### config.mk
export PLATFORM = sky130hd
export DESIGN_NAME = pmc_core
export DESIGN_NICKNAME = d
export VERILOG_FILES = /design/src/rtl/pmc_pkg.sv /design/src/rtl/pmc_core.sv
export SDC_FILE = /design/constraint.sdc
export NUM_CORES = 1
export LEC_CHECK = 0
export ABC_AREA = 1
export BUFFER_PORTS_ARGS = -buffer_cell sky130_fd_sc_hd__buf_4
export CORE_MARGIN = 2
export CORE_UTILIZATION = 43
export CTS_BUF_LIST = sky130_fd_sc_hd__clkbuf_4 sky130_fd_sc_hd__clkbuf_8
export CTS_CLUSTER_SIZE = 40
export DETAILED_ROUTE_END_ITERATION = 12
export GPL_TIMING_DRIVEN = 0
export PLACE_DENSITY = 0.86
export SLEW_MARGIN = 10
export SYNTH_ARGS = -nofsm -noshare
export SYNTH_HDL_FRONTEND = slang
export SYNTH_SLANG_ARGS = --single-unit
export TNS_END_PERCENT = 100
### constraint.sdc
create_clock -name mclk -period 1.47 [get_ports mclk]
set_input_delay 0.147 -clock mclk [delete_from_list [all_inputs] [get_ports mclk]]
set_output_delay 0.147 -clock mclk [all_outputs]
set_load 0.05 [all_outputs]
### src/rtl/pmc_pkg.sv
// Constants and types for the privilege and mode control block.
// Assumes a single core clock and a synchronous reset.
package pmc_pkg;

  // ----------------------------------------------------------------
  // Widths and control bit positions
  // ----------------------------------------------------------------
  localparam int unsigned PMC_XLEN      = 32;
  localparam int unsigned PMC_CTRL_W    = 2;
  localparam int unsigned PMC_CTRL_NPRV = 0;
  localparam int unsigned PMC_CTRL_SPS  = 1;
  localparam int unsigned PMC_ENC_W     = 32;
  localparam int unsigned PMC_HW_W      = 16;

  // ----------------------------------------------------------------
  // Encoding and address constants
  // ----------------------------------------------------------------
  localparam logic [1:0]  PMC_CTRL_RST   = 2'h0;
  localparam logic [4:0]  PMC_WIDE_PFX   = 5'h1d;
  localparam logic [1:0]  PMC_WIDE_MASK  = 2'h3;
  localparam logic [31:0] PMC_RST_SP     = 32'h0000_0000;
  localparam logic [31:0] PMC_SP_ALIGN   = 32'hffff_fffc;
  localparam logic [31:0] PMC_SRAM_BASE  = 32'h2000_0000;
  localparam logic [31:0] PMC_SRAM_END   = 32'h200f_ffff;
  localparam logic [31:0] PMC_BB_BASE    = 32'h2200_0000;
  localparam logic [31:0] PMC_BB_END     = 32'h23ff_ffff;
  localparam int unsigned PMC_BB_SHIFT   = 5;
  localparam int unsigned PMC_BB_BITSEL  = 2;

  // ----------------------------------------------------------------
  // Execution states
  // ----------------------------------------------------------------
  typedef enum logic [2:0] {
    PMC_PRV_THREAD = 3'b001,
    PMC_USR_THREAD = 3'b010,
    PMC_PRV_HANDLR = 3'b100
  } pmc_state_e;

endpackage

### src/rtl/pmc_core.sv
// Privilege level, thread/handler mode and stack pointer banking.
// Assumes decode and exception control on mclk drive the request inputs.
`timescale 1ns/100ps

module pmc_core import pmc_pkg::*; #(
  parameter int unsigned XLEN = PMC_XLEN
) (
  input  wire logic            mclk,
  input  wire logic            srst,
  input  wire logic            exc_entry,
  input  wire logic            exc_return,
  input  wire logic            ctrl_we,
  input  wire logic [1:0]      ctrl_wdata,
  input  wire logic            sp_we,
  input  wire logic [XLEN-1:0] sp_wdata,
  input  wire logic            restricted_req,
  input  wire logic [31:0]     instr_word,
  input  wire logic            mem_req,
  input  wire logic [31:0]     mem_addr,
  output logic                 handler_mode_r,
  output logic                 user_level_r,
  output logic                 use_psp_r,
  output logic [1:0]           ctrl_r,
  output logic [XLEN-1:0]      main_stack_pointer_r,
  output logic [XLEN-1:0]      process_stack_pointer_r,
  output logic [XLEN-1:0]      sp_active_r,
  output logic                 access_fault_r,
  output logic                 instr_wide_r,
  output logic                 bb_hit_r,
  output logic [31:0]          bb_word_addr_r,
  output logic [4:0]           bb_bit_r
);

  // ----------------------------------------------------------------
  // Execution state
  // ----------------------------------------------------------------
  pmc_state_e state_r;
  pmc_state_e state_nxt;
  logic [1:0] ctrl_nxt;
  logic       ctrl_wr_ok;
  logic       thread_user_nxt;

  // Next thread level, kept apart from ctrl_nxt to avoid a loop
  assign ctrl_wr_ok      = ctrl_we && (state_r != PMC_USR_THREAD);
  assign thread_user_nxt = ctrl_wr_ok ? ctrl_wdata[PMC_CTRL_NPRV] : ctrl_r[PMC_CTRL_NPRV];

  always_comb begin
    state_nxt = state_r;
    unique case (state_r)
      PMC_PRV_THREAD: begin
        if (exc_entry) begin
          state_nxt = PMC_PRV_HANDLR;
        end else if (thread_user_nxt) begin
          state_nxt = PMC_USR_THREAD;
        end
      end
      PMC_USR_THREAD: begin
        if (exc_entry) begin
          state_nxt = PMC_PRV_HANDLR;
        end
      end
      PMC_PRV_HANDLR: begin
        if (exc_return && !exc_entry) begin
          state_nxt = thread_user_nxt ? PMC_USR_THREAD : PMC_PRV_THREAD;
        end
      end
      default: state_nxt = PMC_PRV_THREAD;
    endcase
  end

  always_ff @(posedge mclk) begin
    if (srst) begin
      state_r <= PMC_PRV_THREAD;
    end else begin
      state_r <= state_nxt;
    end
  end

  // ----------------------------------------------------------------
  // Control register
  // ----------------------------------------------------------------
  always_comb begin
    ctrl_nxt = ctrl_r;
    if (ctrl_wr_ok) begin
      ctrl_nxt = ctrl_wdata;
    end
    if (state_nxt == PMC_PRV_HANDLR) begin
      ctrl_nxt[PMC_CTRL_SPS] = 1'b0;
    end
  end

  always_ff @(posedge mclk) begin
    if (srst) begin
      ctrl_r <= PMC_CTRL_RST;
    end else begin
      ctrl_r <= ctrl_nxt;
    end
  end

  always_ff @(posedge mclk) begin
    if (srst) begin
      handler_mode_r <= 1'b0;
      user_level_r   <= 1'b0;
      use_psp_r      <= 1'b0;
    end else begin
      handler_mode_r <= (state_nxt == PMC_PRV_HANDLR);
      user_level_r   <= (state_nxt == PMC_USR_THREAD);
      use_psp_r      <= (state_nxt == PMC_USR_THREAD) && ctrl_nxt[PMC_CTRL_SPS];
    end
  end

  // ----------------------------------------------------------------
  // Banked stack pointers
  // ----------------------------------------------------------------
  logic            psp_sel;
  logic            psp_sel_nxt;
  logic [XLEN-1:0] msp_nxt;
  logic [XLEN-1:0] psp_nxt;
  assign psp_sel     = (state_r == PMC_USR_THREAD) && ctrl_r[PMC_CTRL_SPS];
  assign psp_sel_nxt = (state_nxt == PMC_USR_THREAD) && ctrl_nxt[PMC_CTRL_SPS];

  // Write goes to the bank in use now
  always_comb begin
    msp_nxt = main_stack_pointer_r;
    psp_nxt = process_stack_pointer_r;
    if (sp_we) begin
      if (psp_sel) begin
        psp_nxt = sp_wdata & XLEN'(PMC_SP_ALIGN);
      end else begin
        msp_nxt = sp_wdata & XLEN'(PMC_SP_ALIGN);
      end
    end
  end

  always_ff @(posedge mclk) begin
    if (srst) begin
      main_stack_pointer_r    <= XLEN'(PMC_RST_SP);
      process_stack_pointer_r <= XLEN'(PMC_RST_SP);
    end else begin
      main_stack_pointer_r    <= msp_nxt;
      process_stack_pointer_r <= psp_nxt;
    end
  end

  // Follows the bank picked by the next state
  always_ff @(posedge mclk) begin
    if (srst) begin
      sp_active_r <= XLEN'(PMC_RST_SP);
    end else begin
      sp_active_r <= psp_sel_nxt ? psp_nxt : msp_nxt;
    end
  end

  // ----------------------------------------------------------------
  // Access fault
  // ----------------------------------------------------------------
  always_ff @(posedge mclk) begin
    if (srst) begin
      access_fault_r <= 1'b0;
    end else begin
      access_fault_r <= (restricted_req || ctrl_we) && (state_r == PMC_USR_THREAD);
    end
  end

  // ----------------------------------------------------------------
  // Instruction width and bit-band decode
  // ----------------------------------------------------------------
  always_ff @(posedge mclk) begin
    if (srst) begin
      instr_wide_r <= 1'b0;
    end else begin
      instr_wide_r <= (instr_word[PMC_HW_W-1 -: 5] == PMC_WIDE_PFX) ||
                      (instr_word[PMC_HW_W-1 -: 4] == {PMC_WIDE_MASK, PMC_WIDE_MASK});
    end
  end

  logic        bb_in;
  logic [31:0] bb_off;
  assign bb_in  = mem_req && (mem_addr >= PMC_BB_BASE) && (mem_addr <= PMC_BB_END);
  assign bb_off = mem_addr - PMC_BB_BASE;

  always_ff @(posedge mclk) begin
    if (srst) begin
      bb_hit_r       <= 1'b0;
      bb_word_addr_r <= PMC_SRAM_BASE;
      bb_bit_r       <= 5'h00;
    end else begin
      bb_hit_r <= bb_in;
      if (bb_in) begin
        bb_word_addr_r <= PMC_SRAM_BASE + ((bb_off >> PMC_BB_SHIFT) & PMC_SP_ALIGN);
        bb_bit_r       <= bb_off[PMC_BB_BITSEL +: $bits(bb_bit_r)];
      end
    end
  end

  // ----------------------------------------------------------------
  // Checks
  // ----------------------------------------------------------------
  a_no_user_handler: assert property (@(posedge mclk) disable iff (srst)
    !(handler_mode_r && user_level_r)) else $error("User level in handler mode");
  a_user_fault: assert property (@(posedge mclk) disable iff (srst)
    (restricted_req && state_r == PMC_USR_THREAD) |=> access_fault_r) else $error("No fault at user level");
  a_priv_no_fault: assert property (@(posedge mclk) disable iff (srst)
    (state_r != PMC_USR_THREAD) |=> !access_fault_r) else $error("Fault while privileged");
  a_exc_handler: assert property (@(posedge mclk) disable iff (srst)
    exc_entry |=> handler_mode_r && !user_level_r) else $error("Exception not in handler");
  a_psp_user_only: assert property (@(posedge mclk) disable iff (srst)
    use_psp_r |-> user_level_r && ctrl_r[PMC_CTRL_SPS]) else $error("Process stack outside user thread");
  a_handler_sps: assert property (@(posedge mclk) disable iff (srst)
    handler_mode_r |-> !ctrl_r[PMC_CTRL_SPS]) else $error("Stack select set in handler");
  a_ctrl_user: assert property (@(posedge mclk) disable iff (srst)
    (state_r == PMC_USR_THREAD && !exc_entry) |=> $stable(ctrl_r)) else $error("User changed control");
  a_reset_state: assert property (@(posedge mclk)
    srst |=> !handler_mode_r && !user_level_r && !use_psp_r && ctrl_r == PMC_CTRL_RST)
    else $error("Bad reset state");
  a_bb_hit: assert property (@(posedge mclk) disable iff (srst)
    bb_in |=> bb_hit_r && bb_word_addr_r >= PMC_SRAM_BASE && bb_word_addr_r <= PMC_SRAM_END)
    else $error("Bit-band miss");
  a_sp_active: assert property (@(posedge mclk) disable iff (srst)
    sp_active_r == (use_psp_r ? process_stack_pointer_r : main_stack_pointer_r))
    else $error("Active stack mismatch");

endmodule

Word-level counts from Yosys, hierarchy flattened

Index checks and enable logic that the tools add are counted.

Register bits after elaboration: 144
Memory bits (read-only): 0
Logic and storage cells: 50
Bits in latches: 0
Output and inout bits: 141
Bits of input ports: 106
Memories: 0
Bits in writable memories: 0

Reduce and logical (&&, ||, !) cells: 10
Equal/unequal tests: 8
Multiplexer cells: 14
Bitwise logic cells: 0
Shifts and indexed selects: 0
Add/subtract/negate cells: 2
Magnitude comparators: 2
Divide/modulo/power cells: 0
$mul: 0

Operators with widths:

| operator               | count |
|---|---|
| $mux 32                | 5 |
| $ge 32x30->1 const B   | 1 |
| $le 32x30->1 const B   | 1 |
| $sub 32x30->32 const B | 1 |
| $add 30x27->31 const A | 1 |
| $mux 3                 | 4 |
| $pmux 3 s3             | 1 |
| $logic_and 1x1->1      | 7 |
| $eq 3x2->1 const B     | 2 |
| $eq 3x3->1 const B     | 2 |
| $eq 5x5->1 const B     | 1 |
| $eq 4x4->1 const B     | 1 |
| $mux 2                 | 2 |
| $eq 3x1->1 const B     | 1 |
| $ne 3x2->1 const B     | 1 |
| $logic_or 1x1->1       | 2 |
| $mux 1                 | 2 |
| $logic_not 1->1        | 1 |

Depth between registers and ports, before layout

Depth after elaboration: 10
Mapped depth: 11
Depth with buffers taken out: 10

Least setup slack after synthesis

OpenSTA, ideal clock, no wires.

Path type: register -> register
From: register ctrl_r[0]
To: register sp_active_r[21]
Arrival: 1425 ps
Buffers on the path: 2
Slack: -68 ps
Period minus slack after synthesis: 1538 ps
Library setup time: 113 ps
Cell stages (with the launch flop): 10
Data required time: 1357 ps
Cells stage by stage: dfxtp_1 > inv_1 > nand2_2 > nand3_2 > nand2_4 > nand2_4 > buf_6 > buf_6 > nor2_1 > nor2_1

Longest elaborated chain between the ends: 8
Elaborated cells between the ends (all ways): 11
Classes of those cells: 2 x eq/ne; 8 x mux; 1 x reduce/logical

Ends and longest elaborated chain:

| element                                 | RTL line                       | RTL |
|---|---|---|
| from (decl)                             | pmc_core.sv:23                 | `output logic [1:0] ctrl_r,` |
| from (signal assigned)                  | pmc_core.sv:96                 | `ctrl_r <= ctrl_nxt;` |
| $mux 1 (*)                              | pmc_core.sv:45                 | `assign thread_user_nxt = ctrl_wr_ok ? ctrl_wdata[PMC_CTRL_NPRV] : ctrl_r[PMC_CTRL_NPRV];` |
| $mux 2 / $mux 3 (equally long branches) | pmc_core.sv:64, pmc_core.sv:53 |  |
| $mux 3, on equally long branches        | pmc_core.sv:63, pmc_core.sv:51 |  |
| $pmux 3 s3 (*)                          | pmc_core.sv:49                 | `unique case (state_r)` |
| $eq 3x3->1                              | pmc_core.sv:87                 | `if (state_nxt == PMC_PRV_HANDLR) begin` |
| $mux 1                                  | pmc_core.sv:87                 |  |
| $logic_and 1x1->1 (*)                   | pmc_core.sv:120                | `assign psp_sel_nxt = (state_nxt == PMC_USR_THREAD) && ctrl_nxt[PMC_CTRL_SPS];` |
| $mux 32 (*)                             | pmc_core.sv:150                | `sp_active_r <= psp_sel_nxt ? psp_nxt : msp_nxt;` |
| to (signal assigned)                    | pmc_core.sv:148                | `sp_active_r <= XLEN'(PMC_RST_SP);` |
| to (signal assigned)                    | pmc_core.sv:150                |  |
| to (decl)                               | pmc_core.sv:26                 | `output logic [XLEN-1:0] sp_active_r,` |

Every way passes the cells marked *; elsewhere a longest branch is shown, timed or not.
A chain may end at the register's enable or synchronous reset.

Final worst setup path

From: register state_r[0]
To: register sp_active_r[5]

Longest elaborated chain between the ends: 10
Elaborated cells between the ends (all ways): 23
Classes of those cells: 6 x eq/ne; 14 x mux; 3 x reduce/logical

Ends and longest elaborated chain:

| element                                 | RTL line                       | RTL |
|---|---|---|
| from (decl)                             | pmc_core.sv:37                 | `pmc_state_e state_r;` |
| from (signal assigned)                  | pmc_core.sv:75                 | `state_r <= state_nxt;` |
| $ne 3x2->1                              | pmc_core.sv:44                 | `assign ctrl_wr_ok = ctrl_we && (state_r != PMC_USR_THREAD);` |
| $logic_and 1x1->1                       | pmc_core.sv:44                 |  |
| $mux 1                                  | pmc_core.sv:45                 |  |
| $mux 2 / $mux 3 (equally long branches) | pmc_core.sv:64, pmc_core.sv:53 |  |
| $mux 3, on equally long branches        | pmc_core.sv:63, pmc_core.sv:51 |  |
| $pmux 3 s3                              | pmc_core.sv:49                 |  |
| $eq 3x3->1                              | pmc_core.sv:87                 |  |
| $mux 1                                  | pmc_core.sv:87                 |  |
| $logic_and 1x1->1                       | pmc_core.sv:120                |  |
| $mux 32 (*)                             | pmc_core.sv:150                |  |

Marks and branches as above.

==> out/metrics.csv <==
metric,value,unit
status,"finished, violations left",
failed_checks,setup timing,
crit-reg2reg-launch,state_r[0],
grt_usage,26.95,%
pre_cts_ws,-0.2515,ns
r2r_slack,-0.12,ns
clkTransAtPathRegs,0.07,ns
powerDensity,1031,mW/mm^2
critPathBufInv,2,
hold_depth,3,
crit_family,simple AND/OR/NAND/NOR gates,
relSlewSlack,55.82,%
first_pass_iters,9,
die_area,0.01312,mm^2
die_h,114.6,um
first_iter_violations,465,
clock_power_share,34.0,%
finalSetupViolCount,60,
slowest_delay,0.37,ns
cts_tree,built,
globalplace.congestion,0.8657,
hold_ws,0.04357,ns
grt_pass1_vias,5265,
power.internal,6.163,mW
hp-class,in -> reg,
post-route-util,71.97,%
syn_inst,708,
die_x,114.6,um
dp_cells,1067,
cts_root_buffer,clkbuf_8,
path_common_cell,nand2_2,
clock-skew-final,0.01280,ns
rows,40,
viasPerCell,4.869,
critPathKind,reg -> reg,
grt_max_degree,17,
end_kind,flip-flop,
grt_overflow,0,
p_comb_share,21.3,%
synthesis.area,0.005255,mm^2
initial_utilization,43.93,%
remaining_drc_errors,0,
cp_slowest_cell,dfxtp_4,
start_kind,flip-flop,
path_depth,11,
wl_per_cell,15.80,um
min_period_over_period,108.0,%
ioPinCount,247,
synth-seq-cells,137,
yosysWarnings,0,
dpl.hpwl,11320,um
cts_made_buffers,17,
r2r-end,sp_active_r[5],
cap_violations,0,
worst_pin_slew,0.6628,ns
irDropWorstVdd,637.5,uV
syn_area_per_cell,7.422,um^2
rsz0062_at_grt,yes,
switchingPower,2.713,mW
leakage,4.385,nW
final_cell_area,0.008608,mm^2
drv_slew,0,
endpoint,sp_active_r[5],
drt-total-wl,18580,um
areaGrowthSynthToFinish,63.81,%
layout.cells.non_filler,1176,
dpl_cell_area,0.007014,mm^2
seq_power_share,44.6,%
cp_max_fo,10,
drive_above_1_share,34.50,%
h-tree-depth,4,
num-nets-final,1123,
reg2reg_depth,11,
switching_share,30.57,%
vias,5726,
timing.critical_path.arrival,1.93,ns
n_antenna_cell,0,
crit_path_cell_trace,"nor2_4, nand2_4, inv_4, nand2_2, nand2_8, buf_8, nand2_1, o21ai_2, nand2_2, nand2_2, nor2_2",
insertion_delay,0.45,ns
numPortBuffers,207,
route.antenna.remaining_nets,0,
cp_data_required_time,1.82,ns
cts_buffer_depth,2,
fin_ws,-0.1170,ns
hold_viol_final,0,
core,0.01196,mm^2
min_period,1.587,ns
synth_cell_types,30,
antenna_found_initial,0,
cts.sinks,137,
seq_area_frac_synth,52.19,%
cp-startpoint,state_r[0],
grt_pass1_wl,26900,um
max_freq,630.1,MHz
power by group through the flow:
stage	Combinational, mW	Clock (mW)	Sequential, mW
after floorplan	0.485	0	4.56
after detailed placement	1.57	0	4.03
after global routing	2.00	3.21	3.97
after global placement	1.55	0	4.03
final	1.89	3.02	3.96
after CTS	1.78	3.04	3.95
cell usage after synthesis:
cell | count | area, um^2
conb_1 | 2 | 7.510
o21ai_2 | 1 | 8.760
clkbuf_2 | 2 | 10.01
o21ai_0 | 86 | 430.4
nor2_2 | 11 | 68.82
inv_1 | 77 | 289.0
buf_2 | 11 | 55.05
buf_4 | 7 | 52.55
nand3b_1 | 1 | 7.510
buf_6 | 2 | 22.52
inv_2 | 2 | 7.510
buf_1 | 3 | 11.26
nor3_1 | 3 | 15.01
dfxtp_1 | 137 | 2743
ha_1 | 1 | 12.51
xor2_1 | 1 | 8.760
a21oi_1 | 3 | 15.01
clkinv_1 | 2 | 7.510
clkbuf_1 | 18 | 67.56
nand3_1 | 10 | 50.05
nand2_2 | 4 | 25.02
nand3_2 | 2 | 20.02
nand2_1 | 138 | 518.0
buf_8 | 1 | 15.01
nor2_1 | 148 | 555.5
a22oi_1 | 1 | 7.510
and2_1 | 30 | 187.7
o211ai_1 | 1 | 7.510
nand2_4 | 2 | 22.52
nand4_1 | 1 | 6.260
per-stage QoR:
stage / power (mW) / setup TNS [ns]
global placement: 5.581 / -12.99
CTS: 8.774 / -1.023
floorplan: 5.047 / 0
detailed placement: 5.599 / -13.54
finish: 8.876 / -2.746
global route: 9.182 / -9.019
routing by layer:
layer  GRT usage, %  up-vias  part of all wire [%]
met5              0        -                     0
met4          13.41        0                   3.7
met3          6.882       59                   6.6
met2          44.85      250                    49
met1          32.28     2662                    40
li1               -     2755                     -
cell families (layout without fill, tap and decap cells):
family	count (synthesis)	count (layout)	synth area share, %
compound gates	92	92	8.929
xor+xnor	1	1	0.1667
fa+ha+maj	1	1	0.2381
buf+inv	125	439	10.24
flops	137	137	52.19
other cells	2	7	0.1429
simple gates	350	352	28.10
layout by cell type (no fill, tap or decap), types with 2 or more instances in the layout:
| cell type | n |
|---|---|
| o21ai_1 | 36 |
| clkbuf_1 | 14 |
| nand3_4 | 3 |
| nand2_2 | 12 |
| inv_2 | 2 |
| buf_4 | 224 |
| and2_1 | 29 |
| dfxtp_1 | 132 |
| clkbuf_16 | 3 |
| o21ai_0 | 28 |
| clkbuf_4 | 3 |
| o21ai_4 | 3 |
| dlygate4sd3_1 | 60 |
| nand2_1 | 122 |
| nand2_4 | 10 |
| inv_1 | 76 |
| buf_12 | 2 |
| clkinv_2 | 6 |
| a21oi_1 | 3 |
| buf_8 | 9 |
| nor2_2 | 13 |
| dfxtp_2 | 4 |
| nand3_2 | 2 |
| clkbuf_8 | 24 |
| buf_1 | 3 |
| nor2_1 | 145 |
| nor3_1 | 3 |
| nand3_1 | 8 |
| conb_1 | 7 |
| o21ai_2 | 20 |
| clkinv_1 | 2 |
| buf_6 | 5 |
worst reg2reg max path, delay by kind of cell (launching register included):
| family | cells | cell delay (ns) |
|---|---|---|
| flops | 1 | 0.37 |
| simple gates | 8 | 0.79 |
| buf+inv | 2 | 0.22 |
| compound gates | 1 | 0.09 |
worst min path at each step:
stage,from,endpoint
5_1_grt,exc_entry,handler_mode_r
3_3_place_gp,instr_word[12],instr_wide_r
4_1_cts,exc_entry,state_r[2]
3_5_place_dp,instr_word[12],instr_wide_r
6_report,exc_entry,state_r[2]
2_1_floorplan,instr_word[11],instr_wide_r
registers in the layout, summed over array words and instances, names as in the netlist:
| register | cells |
|---|---|
| instr_wide_r | 1 |
| ctrl_r | 2 |
| bb_hit_r | 1 |
| main_stack_pointer_r | 32 |
| handler_mode_r | 1 |
| bb_bit_r | 5 |
| access_fault_r | 1 |
| bb_word_addr_r | 25 |
| state_r | 3 |
| process_stack_pointer_r | 32 |
| use_psp_r | 1 |
| sp_active_r | 32 |
| user_level_r | 1 |
what timing repair did:
| action | 4_1_cts | 5_1_grt |
|---|---|---|
| pin swaps | 2 | 10 |
| setup endpoints to repair | 93 | 91 |
| gates resized for setup | 108 | 64 |
| cloned | 5 | 2 |
| setup buffers | 4 | 6 |
| endpoints found under the hold margin | 57 | 0 |
| hold buffers | 60 | 0 |
area by class of cell:
| cell class | instances | area [um^2] |
|---|---|---|
| sequential | 137 | 2751 |
| inverter | 81 | 306.5 |
| fill | 841 | 3353 |
| clock inverter | 8 | 67.56 |
| tap | 147 | 183.9 |
| clock buffer | 24 | 317.8 |
| buffer | 44 | 376.6 |
| multi-input combinational | 453 | 2256 |
| timing repair buffer | 282 | 2349 |
(Power assumes the default switching activity.)
